File: config.mk
export PLATFORM = sky130hd
export DESIGN_NAME = adc_controller_flat
export DESIGN_NICKNAME = d
export VERILOG_FILES = /design/src/core/adc_access_pkg.sv /design/src/core/adc_link_if.sv /design/src/core/adc_controller.sv /design/src/flat_wrapper.sv
export SDC_FILE = /design/constraint.sdc
export NUM_CORES = 1
export LEC_CHECK = 0
export ABC_AREA = 1
export BUFFER_PORTS_ARGS = -buffer_cell sky130_fd_sc_hd__buf_2
export CAP_MARGIN = 10
export CORE_UTILIZATION = 40
export CTS_CLUSTER_DIAMETER = 100
export DETAILED_ROUTE_END_ITERATION = 10
export PLACE_DENSITY = 0.71
export SLEW_MARGIN = 20
export SYNTH_ARGS = -nofsm -noshare
export SYNTH_HDL_FRONTEND = slang
export SYNTH_SLANG_ARGS = --single-unit
export TNS_END_PERCENT = 1
File: constraint.sdc
create_clock -name clk -period 1.75 [get_ports clk]
set_input_delay 0.175 -clock clk [delete_from_list [all_inputs] [get_ports clk]]
set_output_delay 0.175 -clock clk [all_outputs]
set_load 0.05 [all_outputs]
File: src/core/adc_access_pkg.sv
// Shared constants for the converter register access link and its controller.
// Assumes one clock domain at 200 MHz.
package adc_access_pkg;
    localparam int          CLK_MHZ         = 200;
    localparam int          SETUP_NS        = 1000;
    localparam int          SETUP_CYC       = (SETUP_NS * CLK_MHZ + 999) / 1000;
    localparam int          ADDR_W          = 3;
    localparam int          CONV_CYC        = 16;
    // Device register addresses on the link
    localparam logic [2:0]  DEV_MODE        = 3'h0;
    localparam logic [2:0]  DEV_CHSEL       = 3'h1;
    localparam logic [2:0]  DEV_PORTCFG     = 3'h2;
    localparam logic [2:0]  DEV_RESULT_HI   = 3'h3;
    localparam logic [2:0]  DEV_STATUS      = 3'h4;
    // Mode register fields, channel select mask and register reset value
    localparam int          MODE_START_BIT  = 7;
    localparam int          MODE_ENABLE_BIT = 0;
    localparam logic [7:0]  CHSEL_MASK      = 8'h07;
    localparam logic [7:0]  RESET_VAL       = 8'h00;
    // Controller registers on the software port
    localparam logic [3:0]  CTL_CMD         = 4'h0;
    localparam logic [3:0]  CTL_CHAN        = 4'h1;
    localparam logic [3:0]  CTL_PORTCFG     = 4'h2;
    localparam logic [3:0]  CTL_RESULT      = 4'h3;
    localparam logic [3:0]  CTL_STATUS      = 4'h4;
    localparam logic [3:0]  CTL_IRQ_STAT    = 4'h5;
    localparam logic [3:0]  CTL_IRQ_EN      = 4'h6;
    localparam logic [3:0]  CTL_IRQ_CLR     = 4'h7;
    localparam logic [3:0]  CTL_PORT2_DIR   = 4'h8;
    // Command bits
    localparam int          CMD_POWER_BIT   = 0;
    localparam int          CMD_SKIP_BIT    = 1;
    localparam int          CMD_STOP_BIT    = 2;
    // Controller interrupt bits
    localparam int          IRQ_RESULT_BIT  = 0;
    localparam int          IRQ_ERROR_BIT   = 1;
    typedef enum logic [2:0] {
        C_IDLE    = 3'b000,
        C_SETUP   = 3'b001,
        C_START   = 3'b010,
        C_WAIT    = 3'b011,
        C_READ    = 3'b100,
        C_BUSY    = 3'b101
    } ctl_state_t;
endpackage : adc_access_pkg

File: src/core/adc_link_if.sv
// Register link between converter block and its bus controller.
// Assumes both ends share clk.
`timescale 1ns/1ps
`default_nettype none
interface adc_link_if;
    logic        req;
    logic        wr;
    logic [2:0]  addr;
    logic [7:0]  wdata;
    logic [7:0]  rdata;
    logic        ack;
    logic        pclk_run;
    logic        done_irq;
    modport dev  (input req, wr, addr, wdata, output rdata, ack, pclk_run, done_irq);
    modport ctrl (output req, wr, addr, wdata, input rdata, ack, pclk_run, done_irq);
endinterface : adc_link_if
`default_nettype wire

File: src/core/adc_controller.sv
// Bus-side controller: sequences converter start-up and result reads.
// Assumes software on a plain strobe port, read data one cycle later.
//
// Behaviour
// Config writes may corrupt result high byte
// Read result after completion, before reconfiguring
// Result high byte reads insert wait cycle
// No result read with peripheral clock stopped
// Channel select bits 3..7 written zero
// Channel select writes insert wait cycle
// No channel write with peripheral clock stopped
// Port config writes insert wait cycle
// No port config write, peripheral clock stopped
// Conversion pins set input via port2 direction
// Power-up to start at least 1 us
// Power-up may occur between steps 2, 4
// Skipped power-up: discard first conversion result
// Config write at conversion end wins
// Wait holds bus until access completes
//
// Decided for this implementation: the register offsets and strobed register access.
`timescale 1ns/1ps
`default_nettype none
module adc_controller
    import adc_access_pkg::*;
#(
    parameter int SETUP_CYCLES = SETUP_CYC
) (
    // Clock and reset
    input  wire logic        clk,
    input  wire logic        nrst,
    // Software port
    input  wire logic [3:0]  sw_addr,
    input  wire logic [7:0]  sw_wdata,
    input  wire logic        sw_wr,
    input  wire logic        sw_rd,
    output logic [7:0]       sw_rdata,
    output logic             irq,
    // Port 2 direction
    output logic [7:0]       port2_direction_reg,
    // Link
    adc_link_if.ctrl         link
);
    ctl_state_t  state_ff, nxt_state;
    logic [7:0]  cmd_ff, chan_ff, pcfg_ff, dir_ff, result_ff, rdata_ff;
    logic [1:0]  irq_stat_ff, irq_en_ff;
    logic [15:0] setup_cnt_ff;
    logic        discard_ff, err_ff, stop_ff;
    logic        req_v, wr_v;
    logic [2:0]  addr_v;
    logic [7:0]  wdata_v;

    // Software port decode
    wire sel_cmd     = sw_addr == CTL_CMD;
    wire sel_chan    = sw_addr == CTL_CHAN;
    wire sel_pcfg    = sw_addr == CTL_PORTCFG;
    wire sel_result  = sw_addr == CTL_RESULT;
    wire sel_status  = sw_addr == CTL_STATUS;
    wire sel_istat   = sw_addr == CTL_IRQ_STAT;
    wire sel_ien     = sw_addr == CTL_IRQ_EN;
    wire sel_iclr    = sw_addr == CTL_IRQ_CLR;
    wire sel_dir     = sw_addr == CTL_PORT2_DIR;
    wire wr_cmd      = sw_wr && sel_cmd;
    wire wr_chan     = sw_wr && sel_chan;
    wire wr_pcfg     = sw_wr && sel_pcfg;
    wire wr_ien      = sw_wr && sel_ien;
    wire wr_iclr     = sw_wr && sel_iclr;
    wire wr_dir      = sw_wr && sel_dir;

    // Command and event decode
    wire start_cmd   = wr_cmd && sw_wdata[CMD_POWER_BIT] && !sw_wdata[CMD_STOP_BIT];
    wire stop_cmd    = wr_cmd && sw_wdata[CMD_STOP_BIT];
    wire is_idle     = state_ff == C_IDLE;
    wire pins_in     = (dir_ff & pcfg_ff) == pcfg_ff;
    wire setup_ok    = setup_cnt_ff >= 16'(SETUP_CYCLES);
    wire done        = req_v && link.ack;
    wire read_done   = done && state_ff == C_READ;
    wire ev_result   = read_done && !discard_ff;
    wire ev_error    = start_cmd && (!pins_in || !link.pclk_run);
    wire go          = start_cmd && pins_in && link.pclk_run;
    wire [1:0] clr_v = wr_iclr ? sw_wdata[1:0] : 2'h0;
    wire [1:0] set_v = {ev_error, ev_result};
    wire [7:0] start_word = 8'((1 << MODE_START_BIT) | (1 << MODE_ENABLE_BIT));
    wire [7:0] status_v   = {4'h0, discard_ff, setup_ok, !is_idle, err_ff};
    wire [7:0] rd_mux     = sel_cmd    ? cmd_ff               :
                            sel_chan   ? chan_ff              :
                            sel_pcfg   ? pcfg_ff              :
                            sel_result ? result_ff            :
                            sel_status ? status_v             :
                            sel_istat  ? {6'h00, irq_stat_ff} :
                            sel_ien    ? {6'h00, irq_en_ff}   :
                            sel_dir    ? dir_ff               : 8'h00;

    // Sequencer: channel, port config, mode start, then, until a stop, a read per done pulse seen with pclk_run high
    always_comb begin
        nxt_state = state_ff;
        case (state_ff)
            C_IDLE: begin
                if (go) nxt_state = C_SETUP;
            end
            C_SETUP: begin
                if (done) nxt_state = C_BUSY;
            end
            C_BUSY: begin
                if (done) nxt_state = C_START;
            end
            C_START: begin
                if (done) nxt_state = C_WAIT;
            end
            C_WAIT: begin
                if (stop_cmd || stop_ff) nxt_state = C_IDLE;
                else if (link.done_irq && link.pclk_run) nxt_state = C_READ;
            end
            C_READ: begin
                if (done) nxt_state = C_WAIT;
            end
            default: nxt_state = C_IDLE;
        endcase
    end

    // State; a stop seen mid-sequence is kept until the sequencer reaches C_WAIT
    always_ff @(posedge clk) begin
        if (!nrst) begin
            state_ff <= C_IDLE;
            stop_ff  <= 1'b0;
        end else begin
            state_ff <= nxt_state;
            stop_ff  <= (stop_ff || stop_cmd) && nxt_state != C_IDLE;
        end
    end

    // Software registers
    always_ff @(posedge clk) begin
        if (!nrst) begin
            cmd_ff   <= RESET_VAL;
            chan_ff  <= RESET_VAL;
            pcfg_ff  <= RESET_VAL;
            dir_ff   <= 8'hff;
            rdata_ff <= 8'h00;
        end else begin
            if (sw_rd) rdata_ff <= rd_mux;
            if (wr_cmd) cmd_ff <= sw_wdata;
            if (wr_chan) chan_ff <= sw_wdata & CHSEL_MASK;
            if (wr_pcfg) pcfg_ff <= sw_wdata;
            if (wr_dir) dir_ff <= sw_wdata;
        end
    end

    // Interrupt status and enable; a set beats a clear in the same cycle
    always_ff @(posedge clk) begin
        if (!nrst) begin
            irq_stat_ff <= 2'h0;
            irq_en_ff   <= 2'h0;
            err_ff      <= 1'b0;
        end else begin
            irq_stat_ff <= (irq_stat_ff & ~clr_v) | set_v;
            if (wr_ien) irq_en_ff <= sw_wdata[1:0];
            if (start_cmd) err_ff <= ev_error;
        end
    end

    // Set-up timer and first-result discard
    always_ff @(posedge clk) begin
        if (!nrst) begin
            setup_cnt_ff <= 16'h0000;
            discard_ff   <= 1'b0;
        end else if (is_idle && start_cmd) begin
            setup_cnt_ff <= 16'h0000;
            discard_ff   <= sw_wdata[CMD_SKIP_BIT];
        end else begin
            if (!setup_ok && !is_idle) setup_cnt_ff <= setup_cnt_ff + 16'h0001;
            if (read_done) discard_ff <= 1'b0;
        end
    end

    // Result capture
    always_ff @(posedge clk) begin
        if (!nrst) begin
            result_ff <= RESET_VAL;
        end else if (ev_result) begin
            result_ff <= link.rdata;
        end
    end

    // Link request issue; held until ack
    always_comb begin
        req_v   = 1'b0;
        wr_v    = 1'b1;
        addr_v  = DEV_MODE;
        wdata_v = 8'h00;
        case (state_ff)
            C_SETUP: begin
                req_v   = 1'b1;
                addr_v  = DEV_CHSEL;
                wdata_v = chan_ff & CHSEL_MASK;
            end
            C_BUSY: begin
                req_v   = 1'b1;
                addr_v  = DEV_PORTCFG;
                wdata_v = pcfg_ff;
            end
            C_START: begin
                req_v   = setup_ok;
                wdata_v = start_word;
            end
            C_READ: begin
                req_v  = 1'b1;
                wr_v   = 1'b0;
                addr_v = DEV_RESULT_HI;
            end
            default: req_v = 1'b0;
        endcase
    end

    assign link.req            = req_v;
    assign link.wr             = wr_v;
    assign link.addr           = addr_v;
    assign link.wdata          = wdata_v;
    assign sw_rdata            = rdata_ff;
    assign irq                 = |(irq_stat_ff & irq_en_ff);
    assign port2_direction_reg = dir_ff;
endmodule : adc_controller
`default_nettype wire

File: src/flat_wrapper.sv
// flat-port wrapper written by rule: the top's interface ports become plain ports
module adc_controller_flat import adc_access_pkg::*;
#(
    parameter int SETUP_CYCLES = SETUP_CYC
)
  (clk, nrst, sw_addr, sw_wdata, sw_wr, sw_rd, sw_rdata, irq, port2_direction_reg, link_req, link_wr, link_addr, link_wdata, link_rdata, link_ack, link_pclk_run, link_done_irq);
  adc_link_if link_i ();
  input  wire logic clk;
  input  wire logic nrst;
  input  wire logic [3:0] sw_addr;
  input  wire logic [7:0] sw_wdata;
  input  wire logic sw_wr;
  input  wire logic sw_rd;
  output logic [7:0] sw_rdata;
  output logic irq;
  output logic [7:0] port2_direction_reg;
  output wire logic [$bits(link_i.req)-1:0] link_req;
  output wire logic [$bits(link_i.wr)-1:0] link_wr;
  output wire logic [$bits(link_i.addr)-1:0] link_addr;
  output wire logic [$bits(link_i.wdata)-1:0] link_wdata;
  input wire logic [$bits(link_i.rdata)-1:0] link_rdata;
  input wire logic [$bits(link_i.ack)-1:0] link_ack;
  input wire logic [$bits(link_i.pclk_run)-1:0] link_pclk_run;
  input wire logic [$bits(link_i.done_irq)-1:0] link_done_irq;
  assign link_req = link_i.req;
  assign link_wr = link_i.wr;
  assign link_addr = link_i.addr;
  assign link_wdata = link_i.wdata;
  assign link_i.rdata = link_rdata;
  assign link_i.ack = link_ack;
  assign link_i.pclk_run = link_pclk_run;
  assign link_i.done_irq = link_done_irq;
  adc_controller #(.SETUP_CYCLES(SETUP_CYCLES)) u_core (.clk(clk), .nrst(nrst), .sw_addr(sw_addr), .sw_wdata(sw_wdata), .sw_wr(sw_wr), .sw_rd(sw_rd), .sw_rdata(sw_rdata), .irq(irq), .port2_direction_reg(port2_direction_reg), .link(link_i));
endmodule
==> flow_metrics.py <==
metrics = {
    "run_status": {
        "status": "finished clean",
    },
    "critical_path": {
        "startpoint_type": "register",
        "worstReg2RegStart": "u_core.state_ff[2]$_SDFF_PN0_",
        "cp_max_fo": 9,
        "crit_type": "reg2out",
        "rr_endpoint": "u_core.result_ff[6]$_SDFFE_PN0P_",
        "cp.arrival_ps": 1450,
        "cp-end-kind": "primary output",
        "r2r_slack_ps": 260,
        "critPathRequiredTime_ps": 1570,
        "reg2regPathDepth": 5,
    },
    "pwr": {
        "max-vdd-ir-drop_uv": 683,
        "swShare": 0.248,
        "intPower_uw": 2400,
        "pwr_density_cell_nw_per_um2": 837,
        "power_frac_comb": 0.076,
        "power_frac_seq": 0.504,
        "p_leak_uw": 0.00170,
        "p_clk_frac": 0.419,
        "p_total_uw": 3190,
        "p_sw_uw": 789,
    },
    "sta": {
        "fin_skew_ps": 5.80,
        "final-hold-violation-count": 0,
        "maxSlewViolCount": 0,
        "clock.fmax_mhz": 616,
        "final.period_utilization": 0.927,
        "rsz0062_at_grt": "false",
        "setup_viol": 0,
        "period_minus_slack_ps": 1620,
    },
    "synth": {
        "synth_common_cells": "nand2_1, inv_1, dfxtp_1, nor2_1, o21ai_0",
        "synth.net_count": 489,
        "ys_async_sr_fraction": 0,
        "dominantRegCellSynth": "dfxtp_1",
        "yosysMostFrequentCell": "nand2_1",
        "synth_top_cells_by_area": "dfxtp_1, nand2_1, inv_1, o21ai_0, a21oi_1",
        "ys_types": 36,
        "avgSynthCellArea_um2": 6.98,
        "synth_largest_area_cell": "dfxtp_1",
        "synth-seq-cells": 69,
        "yosysTopAreaCellShare": 0.430,
        "syn_area_um2": 3210,
        "seq_area_frac_synth": 0.430,
        "synth_edf_count": 0,
        "yosysWarnings": 0,
        "synth_cells": 460,
    },
    "detailed_routing": {
        "first_iter_violations": 146,
        "vias_per_cell": 4.96,
        "post_drt_wl_per_cell_um": 12.5,
        "drc_errors": 0,
        "routed_wl_mm": 7.81,
        "detail-route-antenna-nets": 0,
        "dr_total_vias": 3087,
        "drtPass1Iterations": 4,
    },
    "global_routing": {
        "grt_max_degree": 27,
        "grt_antenna_before_repair": 0,
        "grtUsageTotal": 0.198,
        "grt_pass1_vias": 2907,
        "grt_pass1_wl_mm": 13.1,
        "grt_overflow": 0,
    },
    "clock_network": {
        "h-tree-depth": 3,
        "holdBufCountCts": 0,
        "clk_path_buf_depth": 2,
        "clkSlewWorstSetupHoldPaths_ps": 70,
        "clock_sinks": 69,
        "clk_latency_ps": 340,
        "numCtsBuffers": 9,
        "cts_root_buf": "clkbuf_8",
        "cts_tree": "built",
    },
    "cells_and_area": {
        "largest-register": "u_core.setup_cnt_ff",
        "diodes": 0,
        "finalNonFillerCells": 623,
        "syn2layout_area_growth_pct": 18.4,
        "drive_above_1_share": 0.186,
        "final_nets": 545,
        "final_area_um2": 3800,
        "fillers": 815,
        "largest_reg_flops": 16,
    },
    "die": {
        "die_w_um": 91.6,
        "fp.dieH_um": 91.6,
        "fp.dieArea_um2": 8400,
        "core-area_um2": 7770,
        "num_io_pins": 57,
        "rows": 32,
        "start_util": 0.414,
    },
    "job": {
        "max_cap_violations": 0,
    },
    "placed_design": {
        "dpl.cell_count": 607,
        "placed_area_um2": 3560,
        "io_buffers": 55,
        "hpwl_mm": 6.05,
        "gp_congestion": 0.895,
    },
    "hold_path": {
        "hold_path.class": "in2reg",
        "min-delay-start": "link_rdata[2]",
        "hold_path_end": "u_core.result_ff[2]$_SDFFE_PN0P_",
        "hold_path_depth": 3,
    },
}
==> layout make-up <==
cell class / count / area, um^2 / area share
multi-input cells: 302 / 1480 / 0.389
flip-flops and latches: 69 / 1390 / 0.364
repair buffers: 60 / 323 / 0.0848
inverters: 74 / 280 / 0.0737
clock buffers: 11 / 151 / 0.0398
well taps: 102 / 128 / 0.0335
clock inverters: 5 / 58.8 / 0.0155
==> layer usage <==
metal	up-vias	part of all wire	wire [um]	track usage
met5	-	0	0	0
met4	0	0.014	112	0.0675
met3	8	0.041	319	0.0464
met2	60	0.48	3770	0.337
met1	1419	0.46	3610	0.244
li1	1600	-	-	-
==> critical path, stage by stage, from the launching register on <==
cell	delay (ps)
dfxtp_2	450
inv_1	120
nor2_1	150
inv_1	80
nand2_1	60
buf_2	260
==> cells in the final DEF (no fill, tap or decap), types with 2 or more instances in the layout <==
cell type	n
a21oi_1	40
a31oi_1	5
buf_2	51
buf_4	8
clkbuf_8	11
clkinvlp_4	2
dfxtp_1	66
dfxtp_2	3
ha_1	2
inv_1	71
nand2_1	90
nand2_2	2
nand3_1	11
nand3_2	2
nand4_1	10
nor2_1	53
nor2_2	5
nor2_4	2
nor3_1	4
nor3_2	2
o211ai_1	8
o21ai_0	46
o21ai_1	2
o22ai_1	7
==> stage by stage <==
step                setup TNS [ps]  worst slack, ps  hold WS, ps   util
finish                           0              127         57.1  0.490
global route                     0             7.87         73.1  0.490
CTS                              0             50.1         50.0  0.488
detailed placement           -20.3            -20.3          400  0.458
global placement                 0             49.6          396  0.458
floorplan                        0             8.68          305      -
==> power by group through the flow <==
stage | sequential (uW) | combinational [uW] | clock (uW)
4_1_cts | 1610 | 243 | 1350
3_3_place_gp | 1640 | 239 | 0
3_5_place_dp | 1640 | 242 | 0
6_report | 1610 | 243 | 1340
5_1_grt | 1610 | 266 | 1430
2_1_floorplan | 1680 | 114 | 0
==> worst max path at each step <==
| stage | start | to | cells past startpoint |
|---|---|---|---|
| final | u_core.state_ff[2]$_SDFF_PN0_ | link_addr[1] | 5 |
| after global routing | u_core.setup_cnt_ff[12]$_SDFFE_PP0P_ | link_req | 7 |
| after CTS | u_core.state_ff[1]$_SDFF_PN0_ | link_wdata[0] | 4 |
| after detailed placement | u_core.state_ff[1]$_SDFF_PN0_ | link_wdata[0] | 4 |
| after global placement | u_core.state_ff[1]$_SDFF_PN0_ | link_wdata[0] | 4 |
| after floorplan | u_core.state_ff[2]$_SDFF_PN0_ | link_wdata[0] | 3 |
==> cells by family (layout without fill, tap and decap cells) <==
logic type | count (synthesis) | in the layout | share of synthesized area
AOI/OAI and AO/OA | 112 | 112 | 0.189
adders and majority gates | 2 | 2 | 0.00779
buffers and inverters | 89 | 150 | 0.116
DFF | 69 | 69 | 0.430
other | 1 | 1 | 0.00117
and+or+nand+nor | 187 | 187 | 0.256
==> repair_timing <==
| item | 4_1_cts | 5_1_grt |
|---|---|---|
| setup buffers | 0 | 0 |
| setup endpoints to repair | 9 | 5 |
| resized for setup | 6 | 10 |
| pin swaps | 0 | 0 |
Note: power is estimated with default switching activity, not from simulation.
